<file path="src/verilog/ext_clk_pkg.sv">
package ext_clk_pkg;

  // -----------------------------------------------------------------------
  // register indices (byte address is four times the index)
  // -----------------------------------------------------------------------
  localparam logic [15:0] IDX_DIVIDER = 16'h4E48;
  localparam logic [15:0] IDX_SELECT = 16'h4E84;
  localparam logic [15:0] IDX_TERM = 16'h4E98;
  localparam logic [15:0] IDX_BAND = 16'h4EA2;
  localparam logic [15:0] IDX_STATUS = 16'h4EB0;

  // -----------------------------------------------------------------------
  // field layout
  // -----------------------------------------------------------------------
  localparam int DIV_W = 11;
  localparam int BAND_W = 6;
  localparam int SELECT_BIT = 0;
  localparam int TERM_BIT = 0;
  localparam int STAT_SEL_BIT = 0;
  localparam int STAT_TERM_BIT = 1;
  localparam int STAT_BAND_OK_BIT = 2;
  localparam int STAT_EXT_LEVEL_BIT = 3;

  // -----------------------------------------------------------------------
  // band codes
  // -----------------------------------------------------------------------
  localparam logic [BAND_W-1:0] BAND_LOWEST = 6'h02;
  localparam logic [BAND_W-1:0] BAND_SMALL = 6'h04;
  localparam logic [BAND_W-1:0] BAND_MEDIUM = 6'h08;
  localparam logic [BAND_W-1:0] BAND_LARGE = 6'h10;
  localparam logic [BAND_W-1:0] BAND_EXTRA_LARGE = 6'h20;

  // channel sets that only know two bands (CHAN_ZERO_TWO only while i_fifo_mode is low)
  localparam logic [3:0] CHAN_SINGLE = 4'h1;
  localparam logic [3:0] CHAN_ZERO_TWO = 4'h5;

  // -----------------------------------------------------------------------
  // reset values
  // -----------------------------------------------------------------------
  localparam logic RST_SELECT = 1'b0;
  localparam logic RST_TERM = 1'b0;
  localparam logic [DIV_W-1:0] RST_DIVIDER = 11'h001;
  localparam logic [BAND_W-1:0] RST_BAND = BAND_LOWEST;

  // -----------------------------------------------------------------------
  // legal divider factors
  // -----------------------------------------------------------------------
  function automatic logic div_allowed(input logic [31:0] f);
    unique case (f)
      32'h0000_0001, 32'h0000_0002, 32'h0000_0004, 32'h0000_0008,
      32'h0000_000A, 32'h0000_0010, 32'h0000_0014, 32'h0000_0028,
      32'h0000_0032, 32'h0000_0050, 32'h0000_0064, 32'h0000_00C8,
      32'h0000_0190, 32'h0000_01F4, 32'h0000_0320, 32'h0000_03E8,
      32'h0000_07D0: div_allowed = 1'b1;
      default: div_allowed = 1'b0;
    endcase
  endfunction

  function automatic logic band_allowed(input logic [31:0] b);
    unique case (b)
      32'h0000_0002, 32'h0000_0004, 32'h0000_0008, 32'h0000_0010,
      32'h0000_0020: band_allowed = 1'b1;
      default: band_allowed = 1'b0;
    endcase
  endfunction

endpackage

</file>
<file path="src/verilog/ext_clock_select.sv">
// Overview of operation
// - select one routes external clock, zero internal
// - termination only while external input selected
// - external clock may stop; no edge timeout
// - band register holds one of five codes
// - two-band sets: only lowest and small
// - wider sets use all five bands
// - divider divides external clock by factor
// - divider accepts only the listed factors
module ext_clock_select (
  // clock and reset
  input wire logic i_ref_clk,
  input wire logic i_reset_n,
  // wishbone slave
  input wire logic i_wb_cyc,
  input wire logic i_wb_stb,
  input wire logic i_wb_we,
  input wire logic [17:0] i_wb_adr,
  input wire logic [3:0] i_wb_sel,
  input wire logic [31:0] i_wb_dat,
  output logic o_wb_ack,
  output logic [31:0] o_wb_dat,
  // clock sources
  input wire logic i_ext_clk_pin,
  input wire logic i_int_tick,
  // channel setup
  input wire logic [3:0] i_chan_enable,
  input wire logic i_fifo_mode,
  // clock path outputs
  output logic o_sample_tick,
  output logic o_ext_clock_select,
  output logic o_clock_input_termination,
  output logic [ext_clk_pkg::BAND_W-1:0] o_ext_clock_band,
  output logic o_band_ok
);

  // -----------------------------------------------------------------------
  // state
  // -----------------------------------------------------------------------
  logic select_q;
  logic term_q;
  logic [ext_clk_pkg::DIV_W-1:0] div_q;
  logic [ext_clk_pkg::BAND_W-1:0] band_q;
  logic ext_level;
  logic ext_level_q;
  logic ext_edge;
  logic div_tick;
  logic two_band;
  logic band_ok_d;

  // -----------------------------------------------------------------------
  // bus decode
  // -----------------------------------------------------------------------
  logic req;
  logic commit_wr;
  logic [15:0] idx;
  logic [31:0] cur_val;
  logic [31:0] wr_val;

  assign req = i_wb_cyc && i_wb_stb;
  assign idx = i_wb_adr[17:2];
  // writes land on the edge where the master sees ack
  assign commit_wr = req && i_wb_we && o_wb_ack;

  always_comb begin
    cur_val = 32'h0000_0000;
    unique case (idx)
      ext_clk_pkg::IDX_DIVIDER: cur_val = {21'h00_0000, div_q};
      ext_clk_pkg::IDX_SELECT: cur_val[ext_clk_pkg::SELECT_BIT] = select_q;
      ext_clk_pkg::IDX_TERM: cur_val[ext_clk_pkg::TERM_BIT] = term_q;
      ext_clk_pkg::IDX_BAND: cur_val = {26'h000_0000, band_q};
      ext_clk_pkg::IDX_STATUS: begin
        cur_val[ext_clk_pkg::STAT_SEL_BIT] = select_q;
        cur_val[ext_clk_pkg::STAT_TERM_BIT] = o_clock_input_termination;
        cur_val[ext_clk_pkg::STAT_BAND_OK_BIT] = o_band_ok;
        cur_val[ext_clk_pkg::STAT_EXT_LEVEL_BIT] = ext_level;
      end
      default: cur_val = 32'h0000_0000;
    endcase
  end

  // byte lanes not enabled keep their present value
  generate
    for (genvar b = 0; b < 4; b++) begin : g_lane
      assign wr_val[8*b +: 8] = i_wb_sel[b] ? i_wb_dat[8*b +: 8] : cur_val[8*b +: 8];
    end
  endgenerate

  always_ff @(posedge i_ref_clk) begin
    if (!i_reset_n) begin
      o_wb_ack <= 1'b0;
    end else begin
      o_wb_ack <= req && !o_wb_ack;
    end
  end

  // unmapped reads return zero but still get ack
  always_ff @(posedge i_ref_clk) begin
    if (!i_reset_n) begin
      o_wb_dat <= 32'h0000_0000;
    end else if (req && !o_wb_ack) begin
      o_wb_dat <= cur_val;
    end
  end

  // -----------------------------------------------------------------------
  // control registers
  // -----------------------------------------------------------------------
  always_ff @(posedge i_ref_clk) begin
    if (!i_reset_n) begin
      select_q <= ext_clk_pkg::RST_SELECT;
    end else if (commit_wr && idx == ext_clk_pkg::IDX_SELECT) begin
      select_q <= wr_val[ext_clk_pkg::SELECT_BIT];
    end
  end

  always_ff @(posedge i_ref_clk) begin
    if (!i_reset_n) begin
      term_q <= ext_clk_pkg::RST_TERM;
    end else if (commit_wr && idx == ext_clk_pkg::IDX_TERM) begin
      term_q <= wr_val[ext_clk_pkg::TERM_BIT];
    end
  end

  // unlisted factors are dropped so the path never sees a bad divisor
  always_ff @(posedge i_ref_clk) begin
    if (!i_reset_n) begin
      div_q <= ext_clk_pkg::RST_DIVIDER;
    end else if (commit_wr && idx == ext_clk_pkg::IDX_DIVIDER
                 && ext_clk_pkg::div_allowed(wr_val)) begin
      div_q <= wr_val[ext_clk_pkg::DIV_W-1:0];
    end
  end

  always_ff @(posedge i_ref_clk) begin
    if (!i_reset_n) begin
      band_q <= ext_clk_pkg::RST_BAND;
    end else if (commit_wr && idx == ext_clk_pkg::IDX_BAND
                 && ext_clk_pkg::band_allowed(wr_val)) begin
      band_q <= wr_val[ext_clk_pkg::BAND_W-1:0];
    end
  end

  // -----------------------------------------------------------------------
  // external clock path
  // -----------------------------------------------------------------------
  pin_sync u_pin_sync (
    .i_ref_clk(i_ref_clk),
    .i_reset_n(i_reset_n),
    .i_pin(i_ext_clk_pin),
    .o_level(ext_level)
  );

  always_ff @(posedge i_ref_clk) begin
    if (!i_reset_n) begin
      ext_level_q <= 1'b0;
    end else begin
      ext_level_q <= ext_level;
    end
  end

  // pure edge detect, so a clock held still down to dc is legal
  assign ext_edge = ext_level && !ext_level_q;

  edge_divider u_edge_divider (
    .i_ref_clk(i_ref_clk),
    .i_reset_n(i_reset_n),
    .i_edge(ext_edge),
    .i_factor(div_q),
    .o_tick(div_tick)
  );

  always_ff @(posedge i_ref_clk) begin
    if (!i_reset_n) begin
      o_sample_tick <= 1'b0;
    end else begin
      o_sample_tick <= select_q ? div_tick : i_int_tick;
    end
  end

  // -----------------------------------------------------------------------
  // pin controls
  // -----------------------------------------------------------------------
  always_ff @(posedge i_ref_clk) begin
    if (!i_reset_n) begin
      o_ext_clock_select <= ext_clk_pkg::RST_SELECT;
      o_clock_input_termination <= ext_clk_pkg::RST_TERM;
      o_ext_clock_band <= ext_clk_pkg::RST_BAND;
    end else begin
      o_ext_clock_select <= select_q;
      o_clock_input_termination <= term_q && select_q;
      o_ext_clock_band <= band_q;
    end
  end

  // -----------------------------------------------------------------------
  // band check against channel setup
  // -----------------------------------------------------------------------
  // the rate itself cannot be measured here; only the code is checked
  assign two_band = (i_chan_enable == ext_clk_pkg::CHAN_SINGLE)
                 || (i_chan_enable == ext_clk_pkg::CHAN_ZERO_TWO && !i_fifo_mode);

  always_comb begin
    if (two_band) begin
      band_ok_d = (band_q == ext_clk_pkg::BAND_LOWEST)
               || (band_q == ext_clk_pkg::BAND_SMALL);
    end else begin
      band_ok_d = ext_clk_pkg::band_allowed({26'h000_0000, band_q});
    end
  end

  always_ff @(posedge i_ref_clk) begin
    if (!i_reset_n) begin
      o_band_ok <= 1'b1;
    end else begin
      o_band_ok <= band_ok_d;
    end
  end
endmodule // ext_clock_select

</file>
<file path="src/verilog/pin_sync.sv">
module pin_sync (
  // clock and reset
  input wire logic i_ref_clk,
  input wire logic i_reset_n,
  // pin side
  input wire logic i_pin,
  // clock domain side
  output logic o_level
);

  logic s1_q;
  logic s2_q;
  logic s3_q;

  always_ff @(posedge i_ref_clk) begin
    if (!i_reset_n) begin
      s1_q <= 1'b0;
      s2_q <= 1'b0;
      s3_q <= 1'b0;
    end else begin
      s1_q <= i_pin;
      s2_q <= s1_q;
      s3_q <= s2_q;
    end
  end

  // level only moves once the two later stages agree
  always_ff @(posedge i_ref_clk) begin
    if (!i_reset_n) begin
      o_level <= 1'b0;
    end else if (s2_q == s3_q) begin
      o_level <= s3_q;
    end
  end

endmodule // pin_sync

</file>
<file path="src/verilog/edge_divider.sv">
module edge_divider (
  // clock and reset
  input wire logic i_ref_clk,
  input wire logic i_reset_n,
  // edge and factor
  input wire logic i_edge,
  input wire logic [ext_clk_pkg::DIV_W-1:0] i_factor,
  // divided tick
  output logic o_tick
);

  logic [ext_clk_pkg::DIV_W-1:0] count_q;
  logic wrap;

  // no timeout on the count: edges may stop for ever
  assign wrap = (count_q >= i_factor - ext_clk_pkg::DIV_W'(1));

  always_ff @(posedge i_ref_clk) begin
    if (!i_reset_n) begin
      count_q <= '0;
    end else if (i_edge) begin
      count_q <= wrap ? '0 : count_q + ext_clk_pkg::DIV_W'(1);
    end
  end

  always_ff @(posedge i_ref_clk) begin
    if (!i_reset_n) begin
      o_tick <= 1'b0;
    end else begin
      o_tick <= i_edge && wrap;
    end
  end
endmodule // edge_divider

</file>
<file path="config.mk">
export PLATFORM = sky130hd
export DESIGN_NAME = ext_clock_select
export DESIGN_NICKNAME = d
export VERILOG_FILES = /design/src/verilog/ext_clk_pkg.sv /design/src/verilog/ext_clock_select.sv /design/src/verilog/pin_sync.sv /design/src/verilog/edge_divider.sv
export SDC_FILE = /design/constraint.sdc
export NUM_CORES = 1
export LEC_CHECK = 0
export ABC_AREA = 1
export BUFFER_PORTS_ARGS = -buffer_cell sky130_fd_sc_hd__buf_4
export CORE_UTILIZATION = 53
export CTS_BUF_LIST = sky130_fd_sc_hd__clkbuf_16
export CTS_CLUSTER_SIZE = 12
export DETAILED_ROUTE_END_ITERATION = 12
export PLACE_DENSITY = 0.84
export SYNTH_ARGS = -nofsm -noshare
export SYNTH_HDL_FRONTEND = slang
export SYNTH_SLANG_ARGS = --single-unit
</file>
<file path="constraint.sdc">
create_clock -name i_ref_clk -period 3.3 [get_ports i_ref_clk]
set_clock_uncertainty 0.2 [all_clocks]
set_input_delay 0.165 -clock i_ref_clk [delete_from_list [all_inputs] [get_ports i_ref_clk]]
set_output_delay 0.165 -clock i_ref_clk [all_outputs]
set_load 0.01 [all_outputs]
</file>
==> metrics.md <==
| Metric | Value |
|---|---|
| Fraction of registers with async set/reset | `0` |
| Syn. warnings | `0` |
| WL/cell | `13.3 um` |
| Placer Congestion | `0.990` |
| Initial antenna violation count | `0` |
| Design Power | `1.74 mW` |
| Power Density | `355 mW/mm^2` |
| Crit path max fanout | `10` |
| Buffers and inverters on the worst path | `2` |
| Setup_tns | `0 ns` |
| Io pins | `109` |
| Post-synthesis sequential area ratio | `0.294` |
| IO Port Bufs | `85` |
| Post-Synth XOR/XNOR Area | `0.0311` |
| Bufs on Longest Clock Path | `2` |
| Worst Path Arrival | `3.04 ns` |
| First-pass GRT wire length | `16.4 mm` |
| Crit start category | `register` |
| Hold WC Path Type | `in -> reg` |
| # diodes | `0` |
| Starting density of the core | `0.547` |
| Required time at the worst-slack endpoint | `3.35 ns` |
| Worst Hold Margin | `0.0379 ns` |
| CTS tree | `done` |
| Fill count | `617` |
| Post-synthesis mux area share | `0` |
| Die Ht | `88.3 um` |
| Adder-cell share of the synthesized area | `0.0412` |
| Simple-gate share of the synthesized area | `0.416` |
| Crit path cell chain | `inv_1 -> ha_1 -> nand2_1 -> nor3_2 -> nor3b_2 -> buf_4 -> xor2_1 -> ha_1 -> a21o_1 -> o21ai_0 -> o311ai_1 -> nand2_1 -> nand2_2 -> nor3b_1` |
| Maxcap violations | `0` |
| Final Non-Filler Cells | `774` |
| Setup slack at placement | `0.0846 ns` |
| DP HPWL | `7.64 mm` |
| Vias in the first global route | `3702` |
| Period utilisation layout | `0.905` |
| Type of the worst setup path | `reg -> reg` |
| Syn-to-layout area delta | `23.8%` |
| Status | `complete, no violations` |
| Row Count | `31` |
| Die Span X | `88.3 um` |
| Post-CTS Setup Inserts | `0` |
| Mapped Avg Cell Area | `6.81 sq um` |
| Die area | `0.00779 sq mm` |
| Clock buffer count from CTS | `9` |
| Final wirelength | `10.3 mm` |
| Leak pwr | `2.33 nW` |
| Final net count | `749` |
| Ys flop type | `dfxtp_1` |
| Synth Register Bits | `58` |
| Post-route worst setup slack | `0.313 ns` |
| Detail Route Antenna Nets | `0` |
| Post-synth EDFFs | `0` |
| Iter 0 DRT Violations | `232` |
| Achievable clock frequency | `335 MHz` |
| Gate Count Post-Synth | `579` |
| GRT Total Usage | `0.276` |
| Drt via density | `5.20` |
| CP Capture Type | `register` |
| Complex-gate fraction of the synthesized area | `0.0955` |
| Layout cell share with drive strength beyond 1 | `0.264` |
| # clock sinks | `58` |
| Slowest cell on crit path | `dfxtp_1` |
| Final count of negative-setup-slack endpoints | `0` |
| RSZ-0062 raised after global routing | `false` |
| Top delay family on crit path | `simple AND/OR/NAND/NOR gates` |
| Vias post-DR | `4024` |
| Core footprint | `0.00721 sq mm` |
| Cells after DPL | `754` |
| Root Buffer | `clkbuf_16` |
| Peak VDD IR | `0.000171 V` |
| CP max stage delay | `0.31 ns` |
| CTS H-tree depth | `3` |
| Slew HR | `0.581` |
| DRC violation count after routing | `0` |
| Total congestion overflow | `0` |
| Yosys cell types | `43` |
| Final Hold Viols | `0` |
| Final Max Slew Viols | `0` |
| Minimum clock period | `2.99 ns` |
| First-pass DRT Iterations | `5` |
| Largest family of logic cells by synthesized area | `simple AND/OR/NAND/NOR gates` |
| Worst-path clk slew | `0.05 ns` |
| Clock Latency Late Sink | `0.33 ns` |
| Synthesized area | `0.00394 sq mm` |
| Largest net degree at the start of global routing | `41` |
| Measured slew at the worst slew-check pin | `0.613 ns` |
==> layout make-up <==
cell class / instances / area (sq um) / area share
clock buffers: 9 / 225 / 0.0461
clock inverters: 7 / 36.3 / 0.00743
inverters: 61 / 229 / 0.0469
multi-input cells: 446 / 2390 / 0.490
flip-flops and latches: 58 / 1160 / 0.238
well taps: 99 / 124 / 0.0254
repair buffers: 94 / 716 / 0.147
==> where the power goes <==
| group | switching, mW | internal (mW) | total, mW |
|---|---|---|---|
| logic | 0.116 | 0.0925 | 0.208 |
| clock network | 0.318 | 0.495 | 0.813 |
| registers | 0.00426 | 0.710 | 0.714 |
| total | 0.438 | 1.30 | 1.74 |
==> repair_timing <==
action	4_1_cts	5_1_grt
resized for setup	0	4
hold buffers	4	0
hold endpoints to repair	3	0
endpoints found under the setup margin	0	12
==> per-layer routing <==
metal  routed length (um)  part of all wire  track usage
met4                  326             0.032        0.113
met3                  597             0.058       0.0560
met2                 5220              0.51        0.489
met5                    0                 0            0
met1                 4170              0.40        0.325
==> synth_stat cells (all sizes together) (3+ instances only) <==
cell type / instances / area [sq um]
xor2: 9 / 78.8
nand3: 60 / 400
inv: 61 / 229
clkbuf: 5 / 18.8
nor2: 96 / 430
o211ai: 3 / 22.5
nor3b: 3 / 22.5
or2: 5 / 31.3
dfxtp: 58 / 1160
a21boi: 4 / 37.5
xnor2: 5 / 43.8
ha: 13 / 163
a21oi: 26 / 134
buf: 29 / 230
nand4: 5 / 31.3
nand2: 146 / 616
nand3b: 5 / 37.5
nor3: 9 / 45.0
o21ai: 25 / 125
==> sequential cells by signal (all words and copies together), names as in the netlist, 6 cells and up <==
| register | cells |
|---|---|
| u_edge_divider.count_q | 11 |
| o_wb_dat | 11 |
| div_q | 11 |
| o_ext_clock_band | 6 |
| band_q | 6 |
==> layout by cell type (no fill, tap or decap), drive strengths merged, types with 2 or more instances in the layout <==
cell | synthesis | layout
nand2 | 146 | 146
dlygate4sd3 | 0 | 4
nand3b | 5 | 5
o211ai | 3 | 3
dfxtp | 58 | 58
nor3 | 9 | 9
o21ai | 25 | 25
or2 | 5 | 5
clkinvlp | 0 | 2
conb | 1 | 21
clkinv | 0 | 5
xor2 | 9 | 9
nor3b | 3 | 3
inv | 61 | 61
ha | 13 | 13
xnor2 | 5 | 5
nor2 | 96 | 96
a21boi | 4 | 4
nand3 | 60 | 60
a21oi | 26 | 26
nand4 | 5 | 5
clkbuf | 5 | 9
buf | 29 | 90
==> per-stage QoR <==
stage / area, sq um / util
after floorplan: 4020 / -
after global placement: 4570 / 0.633
after detailed placement: 4570 / 0.633
after CTS: 4870 / 0.675
after global routing: 4880 / 0.677
final: 4880 / 0.677
==> logic make-up after synthesis <==
| logic type | count (synthesis) |
|---|---|
| AND/OR/NAND/NOR | 333 |
| buffers and inverters | 95 |
| adder cells (fa/ha/maj) | 13 |
| other | 1 |
| flip-flops | 58 |
| XOR/XNOR | 14 |
| AO/OA/AOI/OAI | 65 |
==> final timing paths <==
check | startpoint | end | slack, ns | depth (start not counted)
setup / recovery | div_q[0] | u_edge_divider.count_q[5] | 0.31 | 14
hold / removal | i_reset_n | o_band_ok | 0.04 | 2
setup reg to reg | div_q[0] | u_edge_divider.count_q[5] | 0.31 | 14
hold reg to reg | u_pin_sync.s1_q | u_pin_sync.s2_q | 0.21 | 2
(Power assumes the default switching activity.)
